--- config.mk ---
export PLATFORM = sky130hd
export DESIGN_NAME = imsr_regs
export DESIGN_NICKNAME = d
export VERILOG_FILES = /design/src/imsr_pkg.sv /design/src/imsr_regs.sv
export SDC_FILE = /design/constraint.sdc
export NUM_CORES = 1
export LEC_CHECK = 0
export BUFFER_PORTS_ARGS = -buffer_cell sky130_fd_sc_hd__buf_2
export CORE_MARGIN = 3
export CORE_UTILIZATION = 50
export DETAILED_ROUTE_END_ITERATION = 12
export PLACE_DENSITY = 0.76
export SETUP_SLACK_MARGIN = 0.15
export SLEW_MARGIN = 20
export SYNTH_ARGS = -nofsm -noshare
export SYNTH_HDL_FRONTEND = slang
export SYNTH_SLANG_ARGS = --single-unit
--- constraint.sdc ---
create_clock -name pclk -period 120.8 [get_ports pclk]
set_input_delay 12.08 -clock pclk [delete_from_list [all_inputs] [get_ports pclk]]
set_output_delay 12.08 -clock pclk [all_outputs]
set_load 0.02 [all_outputs]
--- src/imsr_pkg.sv ---
package imsr_pkg;

  // ------------------------------------------------------------
  // register map (byte addresses)
  // ------------------------------------------------------------
  localparam logic [31:0] ADDR_SOURCE_NUMBER  = 32'hB800_2110;
  localparam logic [31:0] ADDR_CHANNEL_MASK   = 32'hB800_2114;
  localparam logic [31:0] ADDR_OUTPUT_STATUS  = 32'hB800_2118;
  localparam logic [31:0] ADDR_MASK_SET_CMD   = 32'hB800_2120;
  localparam logic [31:0] ADDR_MASK_CLEAR_CMD = 32'hB800_2124;
  localparam logic [31:0] ADDR_SERVICE_DONE   = 32'hB800_2130;
  localparam logic [31:0] ADDR_EVENT_STATUS   = 32'hB800_2140;
  localparam logic [31:0] ADDR_EVENT_MASK     = 32'hB800_2144;

  // ------------------------------------------------------------
  // field layouts and reset values
  // ------------------------------------------------------------
  localparam int          CH_W             = 5;
  localparam logic [31:0] CHAN_BITS        = 32'hFFFF_FFFE;
  localparam logic [31:0] RESET_WORD       = 32'h0000_0000;
  localparam int          OS_FAST_BIT      = 0;
  localparam int          OS_NORMAL_BIT    = 1;
  localparam int          EV_GRANT_BIT     = 0;
  localparam int          EV_DONE_BIT      = 1;
  localparam int          EV_W             = 2;

  // ------------------------------------------------------------
  // block state
  // ------------------------------------------------------------
  typedef struct packed {
    logic [31:0]      channel_mask;
    logic [CH_W-1:0]  source_number;
    logic             in_service;
    logic             fast_irq_line_n;
    logic             normal_irq_line_n;
    logic [EV_W-1:0]  event_status;
    logic [EV_W-1:0]  event_mask;
    logic             irq;
    logic [31:0]      prdata;
    logic             pready;
    logic             pslverr;
  } imsr_state_t;

  localparam imsr_state_t STATE_RESET = '{
    channel_mask:      RESET_WORD,
    source_number:     '0,
    in_service:        1'b0,
    fast_irq_line_n:   1'b1,
    normal_irq_line_n: 1'b1,
    event_status:      '0,
    event_mask:        '0,
    irq:               1'b0,
    prdata:            RESET_WORD,
    pready:            1'b0,
    pslverr:           1'b0
  };

endpackage

--- src/imsr_regs.sv ---
// Contract
// - source number holds winning channel, read-only
// - channel number in bits 4:0, resets zero
// - active state independent of enable bit
// - grant only to active and enabled channel
// - mask register shows enables bits 31:1
// - writing one to set command enables channel
// - writing one to clear command disables channel
// - output status bit1 normal, bit0 fast
// - both status bits zero when idle
// - any write to done ends service
// - winner copied to source number on grant
// - level zero gives fast, else normal
// - pending means active and enabled together
//
// Implementation choice: the APB slave port.
module imsr_regs
  import imsr_pkg::*;
#(
  parameter int LEVEL_W = 3
) (
  // clock and reset
  input  wire logic                         pclk,
  input  wire logic                         presetn,
  // apb slave
  input  wire logic                         psel,
  input  wire logic                         penable,
  input  wire logic                         pwrite,
  input  wire logic [31:0]                  paddr,
  input  wire logic [31:0]                  pwdata,
  output logic      [31:0]                  prdata,
  output logic                              pready,
  output logic                              pslverr,
  // channel state from source logic
  input  wire logic [31:1]                  chan_active,
  input  wire logic [31:1][LEVEL_W-1:0]     chan_level,
  // processor lines and block interrupt
  output logic                              fast_irq_line_n,
  output logic                              normal_irq_line_n,
  output logic                              irq
);

  // ------------------------------------------------------------
  // elaboration checks
  // ------------------------------------------------------------
  if (LEVEL_W < 1 || LEVEL_W > 8) begin : g_bad_level
    $error("imsr_regs: LEVEL_W must be 1 to 8");
  end

  // ------------------------------------------------------------
  // priority selection
  // ------------------------------------------------------------
  // lowest level wins; among equal levels the lower channel wins
  function automatic logic [CH_W-1:0] pick_winner(
    input logic [31:1]              pend,
    input logic [31:1][LEVEL_W-1:0] lvl
  );
    logic [CH_W-1:0]    best;
    logic [LEVEL_W-1:0] best_lvl;
    logic               found;
    best     = '0;
    best_lvl = '0;
    found    = 1'b0;
    for (int i = 1; i < 32; i++) begin
      if (pend[i] && (!found || lvl[i] < best_lvl)) begin
        best     = CH_W'(i);
        best_lvl = lvl[i];
        found    = 1'b1;
      end
    end
    return best;
  endfunction

  function automatic logic hit(input logic [31:0] a, input logic [31:0] b);
    return a == b;
  endfunction

  imsr_state_t st;
  imsr_state_t next_st;

  logic [31:1]     pending;
  logic [CH_W-1:0] winner;
  logic            win_fast;
  logic            setup;
  logic            wr_done;
  logic            mapped;
  logic [31:0]     rd_word;

  assign pending  = chan_active & st.channel_mask[31:1];
  assign winner   = pick_winner(pending, chan_level);
  assign win_fast = (chan_level[winner] == '0);

  assign setup   = psel && !penable;
  assign wr_done = psel && penable && st.pready && pwrite;

  assign mapped = hit(paddr, ADDR_SOURCE_NUMBER)
               || hit(paddr, ADDR_CHANNEL_MASK)
               || hit(paddr, ADDR_OUTPUT_STATUS)
               || hit(paddr, ADDR_MASK_SET_CMD)
               || hit(paddr, ADDR_MASK_CLEAR_CMD)
               || hit(paddr, ADDR_SERVICE_DONE)
               || hit(paddr, ADDR_EVENT_STATUS)
               || hit(paddr, ADDR_EVENT_MASK);

  // ------------------------------------------------------------
  // read mux
  // ------------------------------------------------------------
  always_comb begin
    rd_word = RESET_WORD;
    case (1'b1)
      hit(paddr, ADDR_SOURCE_NUMBER): begin
        rd_word[CH_W-1:0] = st.source_number;
      end
      hit(paddr, ADDR_CHANNEL_MASK): begin
        rd_word = st.channel_mask & CHAN_BITS;
      end
      hit(paddr, ADDR_OUTPUT_STATUS): begin
        rd_word[OS_FAST_BIT]   = ~st.fast_irq_line_n;
        rd_word[OS_NORMAL_BIT] = ~st.normal_irq_line_n;
      end
      hit(paddr, ADDR_EVENT_STATUS): begin
        rd_word[EV_W-1:0] = st.event_status;
      end
      hit(paddr, ADDR_EVENT_MASK): begin
        rd_word[EV_W-1:0] = st.event_mask;
      end
      default: begin
        rd_word = RESET_WORD;
      end
    endcase
  end

  // ------------------------------------------------------------
  // next state
  // ------------------------------------------------------------
  logic [EV_W-1:0] ev;
  logic [EV_W-1:0] ev_clr;

  always_comb begin
    next_st = st;
    ev      = '0;
    ev_clr  = '0;

    // apb: answer one cycle after setup, write lands at access edge
    next_st.pready  = setup;
    next_st.pslverr = setup && !mapped;
    next_st.prdata  = (setup && !pwrite) ? rd_word : st.prdata;

    if (wr_done) begin
      if (hit(paddr, ADDR_MASK_SET_CMD)) begin
        next_st.channel_mask = st.channel_mask | (pwdata & CHAN_BITS);
      end
      if (hit(paddr, ADDR_MASK_CLEAR_CMD)) begin
        next_st.channel_mask = st.channel_mask & ~(pwdata & CHAN_BITS);
      end
      if (hit(paddr, ADDR_EVENT_STATUS)) begin
        ev_clr = pwdata[EV_W-1:0];
      end
      if (hit(paddr, ADDR_EVENT_MASK)) begin
        next_st.event_mask = pwdata[EV_W-1:0];
      end
    end

    if (wr_done && hit(paddr, ADDR_SERVICE_DONE) && st.in_service) begin
      next_st.in_service        = 1'b0;
      next_st.fast_irq_line_n   = 1'b1;
      next_st.normal_irq_line_n = 1'b1;
      ev[EV_DONE_BIT]           = 1'b1;
    end else if (!st.in_service && |pending) begin
      next_st.source_number     = winner;
      next_st.in_service        = 1'b1;
      next_st.fast_irq_line_n   = !win_fast;
      next_st.normal_irq_line_n = win_fast;
      ev[EV_GRANT_BIT]          = 1'b1;
    end

    // a new event beats a clear in the same cycle
    next_st.event_status = (st.event_status & ~ev_clr) | ev;
    next_st.irq          = |(next_st.event_status & next_st.event_mask);
  end

  always_ff @(posedge pclk or negedge presetn) begin
    if (!presetn) begin
      st <= STATE_RESET;
    end else begin
      st <= next_st;
    end
  end

  // ------------------------------------------------------------
  // outputs
  // ------------------------------------------------------------
  assign prdata            = st.prdata;
  assign pready            = st.pready;
  assign pslverr           = st.pslverr;
  assign fast_irq_line_n   = st.fast_irq_line_n;
  assign normal_irq_line_n = st.normal_irq_line_n;
  assign irq               = st.irq;
endmodule

; Word-level counts from Yosys, hierarchy flattened
; Cells that the tools add are included.
[classes]
n_bitwise = 11
magnitude_cmp = 31
mux = 113
eq_ne = 8
reduce_logical = 118
[ops]
columns = op, n
row1 = "32-bit == test, second input constant", 8
row2 = 5-bit 2-to-1 mux, 27
row3 = 3-bit 2-to-1 mux, 36
row4 = 3-bit < comparator, 30
row5 = 32-bit 2-to-1 mux, 2
row6 = 27-bit 2-to-1 mux, 2
row7 = 1-bit logical AND, 39
row8 = 1-bit logical OR, 37
row9 = 1-bit logical NOT, 35
row10 = 1-bit 2-to-1 mux, 34
row11 = 32-bit AND, 1
row12 = 32-bit inverter, 1
row13 = 32-bit OR, 1
row14 = 31-bit AND, 1
row15 = 31-bit OR reduction, 1
row16 = 2-bit 2-to-1 mux, 11
row17 = 3-bit binary-select mux with 5-bit select, 1
row18 = "5-bit by 6-bit < comparator with 1-bit output, second input constant", 1
row19 = 2-bit AND, 2
row20 = 2-bit AND reduction, 2
row21 = 2-bit nonzero test, 2
row22 = 3-bit logical NOT, 1
row23 = 1-bit inverter, 3
row24 = 2-bit inverter, 1
row25 = 2 further kinds, 2
[word_totals]
input_bits = 193
ff_bits = 79
wordCells = 292

; Longest topological paths before layout
[logic_depth]
word_depth = 128
ltp_mapped = 242

; Worst setup path after synthesis
; OpenSTA, ideal clock, no wires.
[synth_path]
path_type = input-to-reg
from = input port chan_active[1] (netlist name)
to = register st, in the netlist fast_irq_line_n
arrival_time_ns = 50.396
path_slack_ns = 70.345
required_ns = 120.740
stages = 224
path_buffers = 6
setup_time_ns = 0.060
cell_sequence = and2_1 > nand2_1 > ha_1 > and3b_1 > clkbuf_1 > a22oi_1 > nand2_1 > nor2_1 > a21oi_1 > ha_1 > a21o_1 > a21o_1 > a21o_1 > a21oi_1 > inv_1 > ha_1 > a21oi_1 > o2111ai_2 > [... 188 more ...] > a21o_1 > a21oi_1 > a21boi_1 > buf_2 > a21oi_1 > ha_1 > or3_1 > or2_2 > nor3_1 > o31ai_1 > o211ai_1 > a2bb2oi_1 > clkbuf_1 > nor4_1 > o21a_1 > or4b_1 > o211ai_2 > or2_1
[synth_via]
elab_chain_len = 128
elab_cells_between_ends = 221
[synth_rtl]
columns = element, line
row1 = from (decl), imsr_regs.sv:35  ; input wire logic [31:1] chan_active,
row2 = 31-bit AND (*), imsr_regs.sv:89  ; assign pending = chan_active & st.channel_mask[31:1];
row3 = 3-bit 2-to-1 mux / 1-bit 2-to-1 mux (equally long branches), imsr_regs.sv:65  ; if (pend[i] && (!found || lvl[i] < best_lvl)) begin
row4 = 3-bit < comparator / 1-bit logical NOT (equally long branches), imsr_regs.sv:65
row5 = 1-bit logical OR, imsr_regs.sv:65
row6 = 1-bit logical AND, imsr_regs.sv:65
row7 = 3-bit 2-to-1 mux / 1-bit 2-to-1 mux (equally long branches), imsr_regs.sv:65
row8 = 3-bit < comparator / 1-bit logical NOT (equally long branches), imsr_regs.sv:65
row9 = 1-bit logical OR, imsr_regs.sv:65
row10 = [... 112 more ...], --
row11 = 1-bit logical AND, imsr_regs.sv:65
row12 = 5-bit 2-to-1 mux, imsr_regs.sv:65
row13 = 3-bit binary-select mux with 5-bit select, imsr_regs.sv:91  ; assign win_fast = (chan_level[winner] == '0);
row14 = 3-bit 2-to-1 mux (not written as such), imsr_regs.sv:91
row15 = 3-bit logical NOT, imsr_regs.sv:91
row16 = 1-bit logical NOT, imsr_regs.sv:172  ; next_st.fast_irq_line_n = !win_fast;
row17 = 3-bit 2-to-1 mux, imsr_regs.sv:169  ; end else if (!st.in_service && |pending) begin
row18 = 3-bit 2-to-1 mux, imsr_regs.sv:164  ; if (wr_done && hit(paddr, ADDR_SERVICE_DONE) && st.in_service) begin
row19 = to (signal assigned), imsr_regs.sv:186  ; st <= next_st;
row20 = to (decl), imsr_regs.sv:78  ; imsr_state_t st;
; Mark *: on every way between the ends. The rest lies on a longest branch, timed or not. The select of a mux whose other input is x is not followed.
; A chain may end at the register's enable or synchronous reset.

; Worst setup path after layout
; Same ends and word-level chain as after synthesis.

==> flow_metrics.env <==
export IMPL_synthCells=1222
export IMPL_synthTopCellsByCount="nand2_1 (183), o21ai_0 (89), a21oi_1 (86)"
export IMPL_synth_edf_count=0
export IMPL_synthToLayoutAreaGrowth_pct=15.9
export IMPL_grt_pass1_vias=9832
export IMPL_wl_um=30500
export IMPL_grt_overflow=0
export IMPL_ys_flop_type="dfrtp_1"
export IMPL_cts_inserted_buffers=9
export IMPL_initial_core_util_pct=51.2
export IMPL_slew_viol_final=0
export IMPL_hold_start="prdata[1]"
export IMPL_ant_nets=0
export IMPL_setup_tns_ns=0
export IMPL_grt_max_degree=79
export IMPL_synth_most_common_cell="nand2_1"
export IMPL_fin_skew_ns=0.0122
export IMPL_total_power_w=0.0000683
export IMPL_synth_xor_area_share_pct=0
export IMPL_layout_nets=1637
export IMPL_worst_setup_path_end_kind="flop"
export IMPL_hold_buffers=0
export IMPL_drv_cap=0
export IMPL_chipWidth_um=142
export IMPL_synth_warnings=0
export IMPL_total_leakage_power_nw=4.76
export IMPL_arrival_ns=58.24
export IMPL_place_area_um2=10400
export IMPL_setup_violations=0
export IMPL_hold_depth=2
export IMPL_outcome="finished, final reports clean"
export IMPL_synth_adder_area_share_pct=5.46
export IMPL_grt_pass1_wl_um=48600
export IMPL_peakVddDrop_mv=0.00936
export IMPL_core_area_um2=18000
export IMPL_regArea_um2=1950
export IMPL_yosysTopAreaCellShare_pct=20.6
export IMPL_hold_viol_final=0
export IMPL_synth_top_family_by_area="compound AO/OA/AOI/OAI gates"
export IMPL_ys_seq_area_share_pct=21.2
export IMPL_routabilityCongestion=0.976
export IMPL_finalCriticalPeriod_ns=57.94
export IMPL_drc=0
export IMPL_cts_tree="done"
export IMPL_cp_start_kind="input port"
export IMPL_crit_slowest_cell="a311oi_2"
export IMPL_routedWlPerCell_um=18.5
export IMPL_multi_input_area_um2=6730
export IMPL_r2r_end="fast_irq_line_n"
export IMPL_drt_pass1_iterations=6
export IMPL_rows=49
export IMPL_drive_gt1_share_pct=22.9
export IMPL_synth_simple_area_share_pct=26.3
export IMPL_avgSynthCellArea_um2=7.55
export IMPL_vias=10427
export IMPL_syn_area_um2=9230
export IMPL_htree_levels=3
export IMPL_cts_sinks=78
export IMPL_worst_setup_path_type="in2reg"
export IMPL_synth_compound_area_share_pct=36.5
export IMPL_syn_num_nets=1452
export IMPL_antenna_found_initial=1
export IMPL_synth_cell_types=108
export IMPL_post_dp_hpwl_um=23800
export IMPL_root_buffer="clkbuf_16"
export IMPL_synthMuxAreaShare_pct=4.36
export IMPL_cp_max_fo=13
export IMPL_portBuffers=229
export IMPL_synth_seq_cells=78
export IMPL_crit_required_ns=121.11
export IMPL_ctsResizeCount=0
export IMPL_worst_pin_slew_ns=1.05
export IMPL_power_density_nw_per_um2=6.38
export IMPL_cts_max_path_buffers=2
export IMPL_fp_dieArea_um2=20100
export IMPL_io_pins=230
export IMPL_rsz0062_at_grt="false"
export IMPL_crit_path_max_incr_delay_ns=0.95
export IMPL_reg2reg_slack_ns=74.23
export IMPL_synth_top_area_cell="dfrtp_1"
export IMPL_nFillCells=1718
export IMPL_clkTransAtPathRegs_ns=0.07
export IMPL_dr_first_iter_drc_count=787
export IMPL_crit_top_cell="ha_1"
export IMPL_synthArstFlopShare_pct=100
export IMPL_synth_area_top_cells="dfrtp_1 (21%), nand2_1 (7.4%), ha_1 (5.0%), o21ai_0 (4.8%), a21oi_1 (4.7%)"
export IMPL_die_h_um=142
export IMPL_clk_latency_ns=0.36
export IMPL_post_route_period_util_pct=48.0
export IMPL_grtUsageTotal_pct=29.3
export IMPL_fmax_ghz=0.0173
export IMPL_via_per_inst=6.35
export IMPL_slew_headroom_pct=29.9
export IMPL_post_cts_buffers=0
export IMPL_hold_class="reg2reg"
export IMPL_design_area_um2=10700
export IMPL_reg2reg_depth=219
export IMPL_min_to="prdata[1]"
-- per-layer routing --
metal	vias to the layer above	part of all wire, %	global-route usage, %
li1	5018	-	-
met1	4856	43	39.2
met2	483	47	49.0
met3	68	7.9	4.92
met4	2	2.3	8.03
met5	-	0.066	0
-- final cells by class --
cell class | count | share of cell area (%)
Antenna cell | 2 | 0.0468
Inverter | 53 | 1.86
Tap cell | 229 | 2.68
Timing Repair Buffer | 234 | 11.1
Clock inverter | 6 | 1.04
Sequential cell | 78 | 18.3
Clock buffer | 9 | 2.10
Multi-Input combinational cell | 1031 | 62.9
-- cells in the final DEF (no fill, tap or decap), types with 26 or more instances in the layout --
cell and instances:
a22o_1 31, inv_1 53, nand3_1 32, o21ai_0 89, ha_1 37, nand2_1 183
buf_2 228, dfrtp_1 76, a21oi_1 86, nor3_1 26, nor2_1 83, a21o_1 30
-- kinds of logic after synthesis --
kind of cell	Yosys count
simple gates	489
mux	37
buf+inv	113
fa+ha+maj	41
compound gates	464
flops	78
-- report_power, final --
group | total (W) | internal, W | switching, W
Combinational | 0.00000974 | 0.00000384 | 0.00000590
Clock | 0.0000324 | 0.0000201 | 0.0000123
Sequential | 0.0000262 | 0.0000261 | 0.0000000103
-- worst max-delay path by stage --
stage,slack (ns),cells after the start,start,to
floorplan,70.34,224,chan_active[1],fast_irq_line_n
global placement,64.45,218,chan_active[1],fast_irq_line_n
detailed placement,63.49,220,chan_active[1],fast_irq_line_n
CTS,63.61,220,chan_active[1],fast_irq_line_n
global route,58.76,220,chan_active[1],fast_irq_line_n
finish,62.86,220,chan_active[1],fast_irq_line_n
-- per-stage QoR --
step | worst slack, ns | hold slack (ns) | utilization, % | cells
finish | 62.86 | 0.479 | 59.4 | 1642
detailed placement | 63.49 | 0.469 | 57.5 | 1625
global route | 58.76 | 0.512 | 59.4 | 1640
global placement | 64.45 | 0.461 | 57.4 | 1625
CTS | 63.61 | 0.484 | 59.3 | 1640
floorplan | 70.34 | 0.450 | - | 1222
-- critical path: cells and delay by family --
kind	cells	cell delay (ns)
buf+inv	21	1.61
simple gates	61	9.60
compound gates	97	23.84
fa+ha+maj	30	8.06
mux	11	2.97
Power figures use the tool's default switching activity.
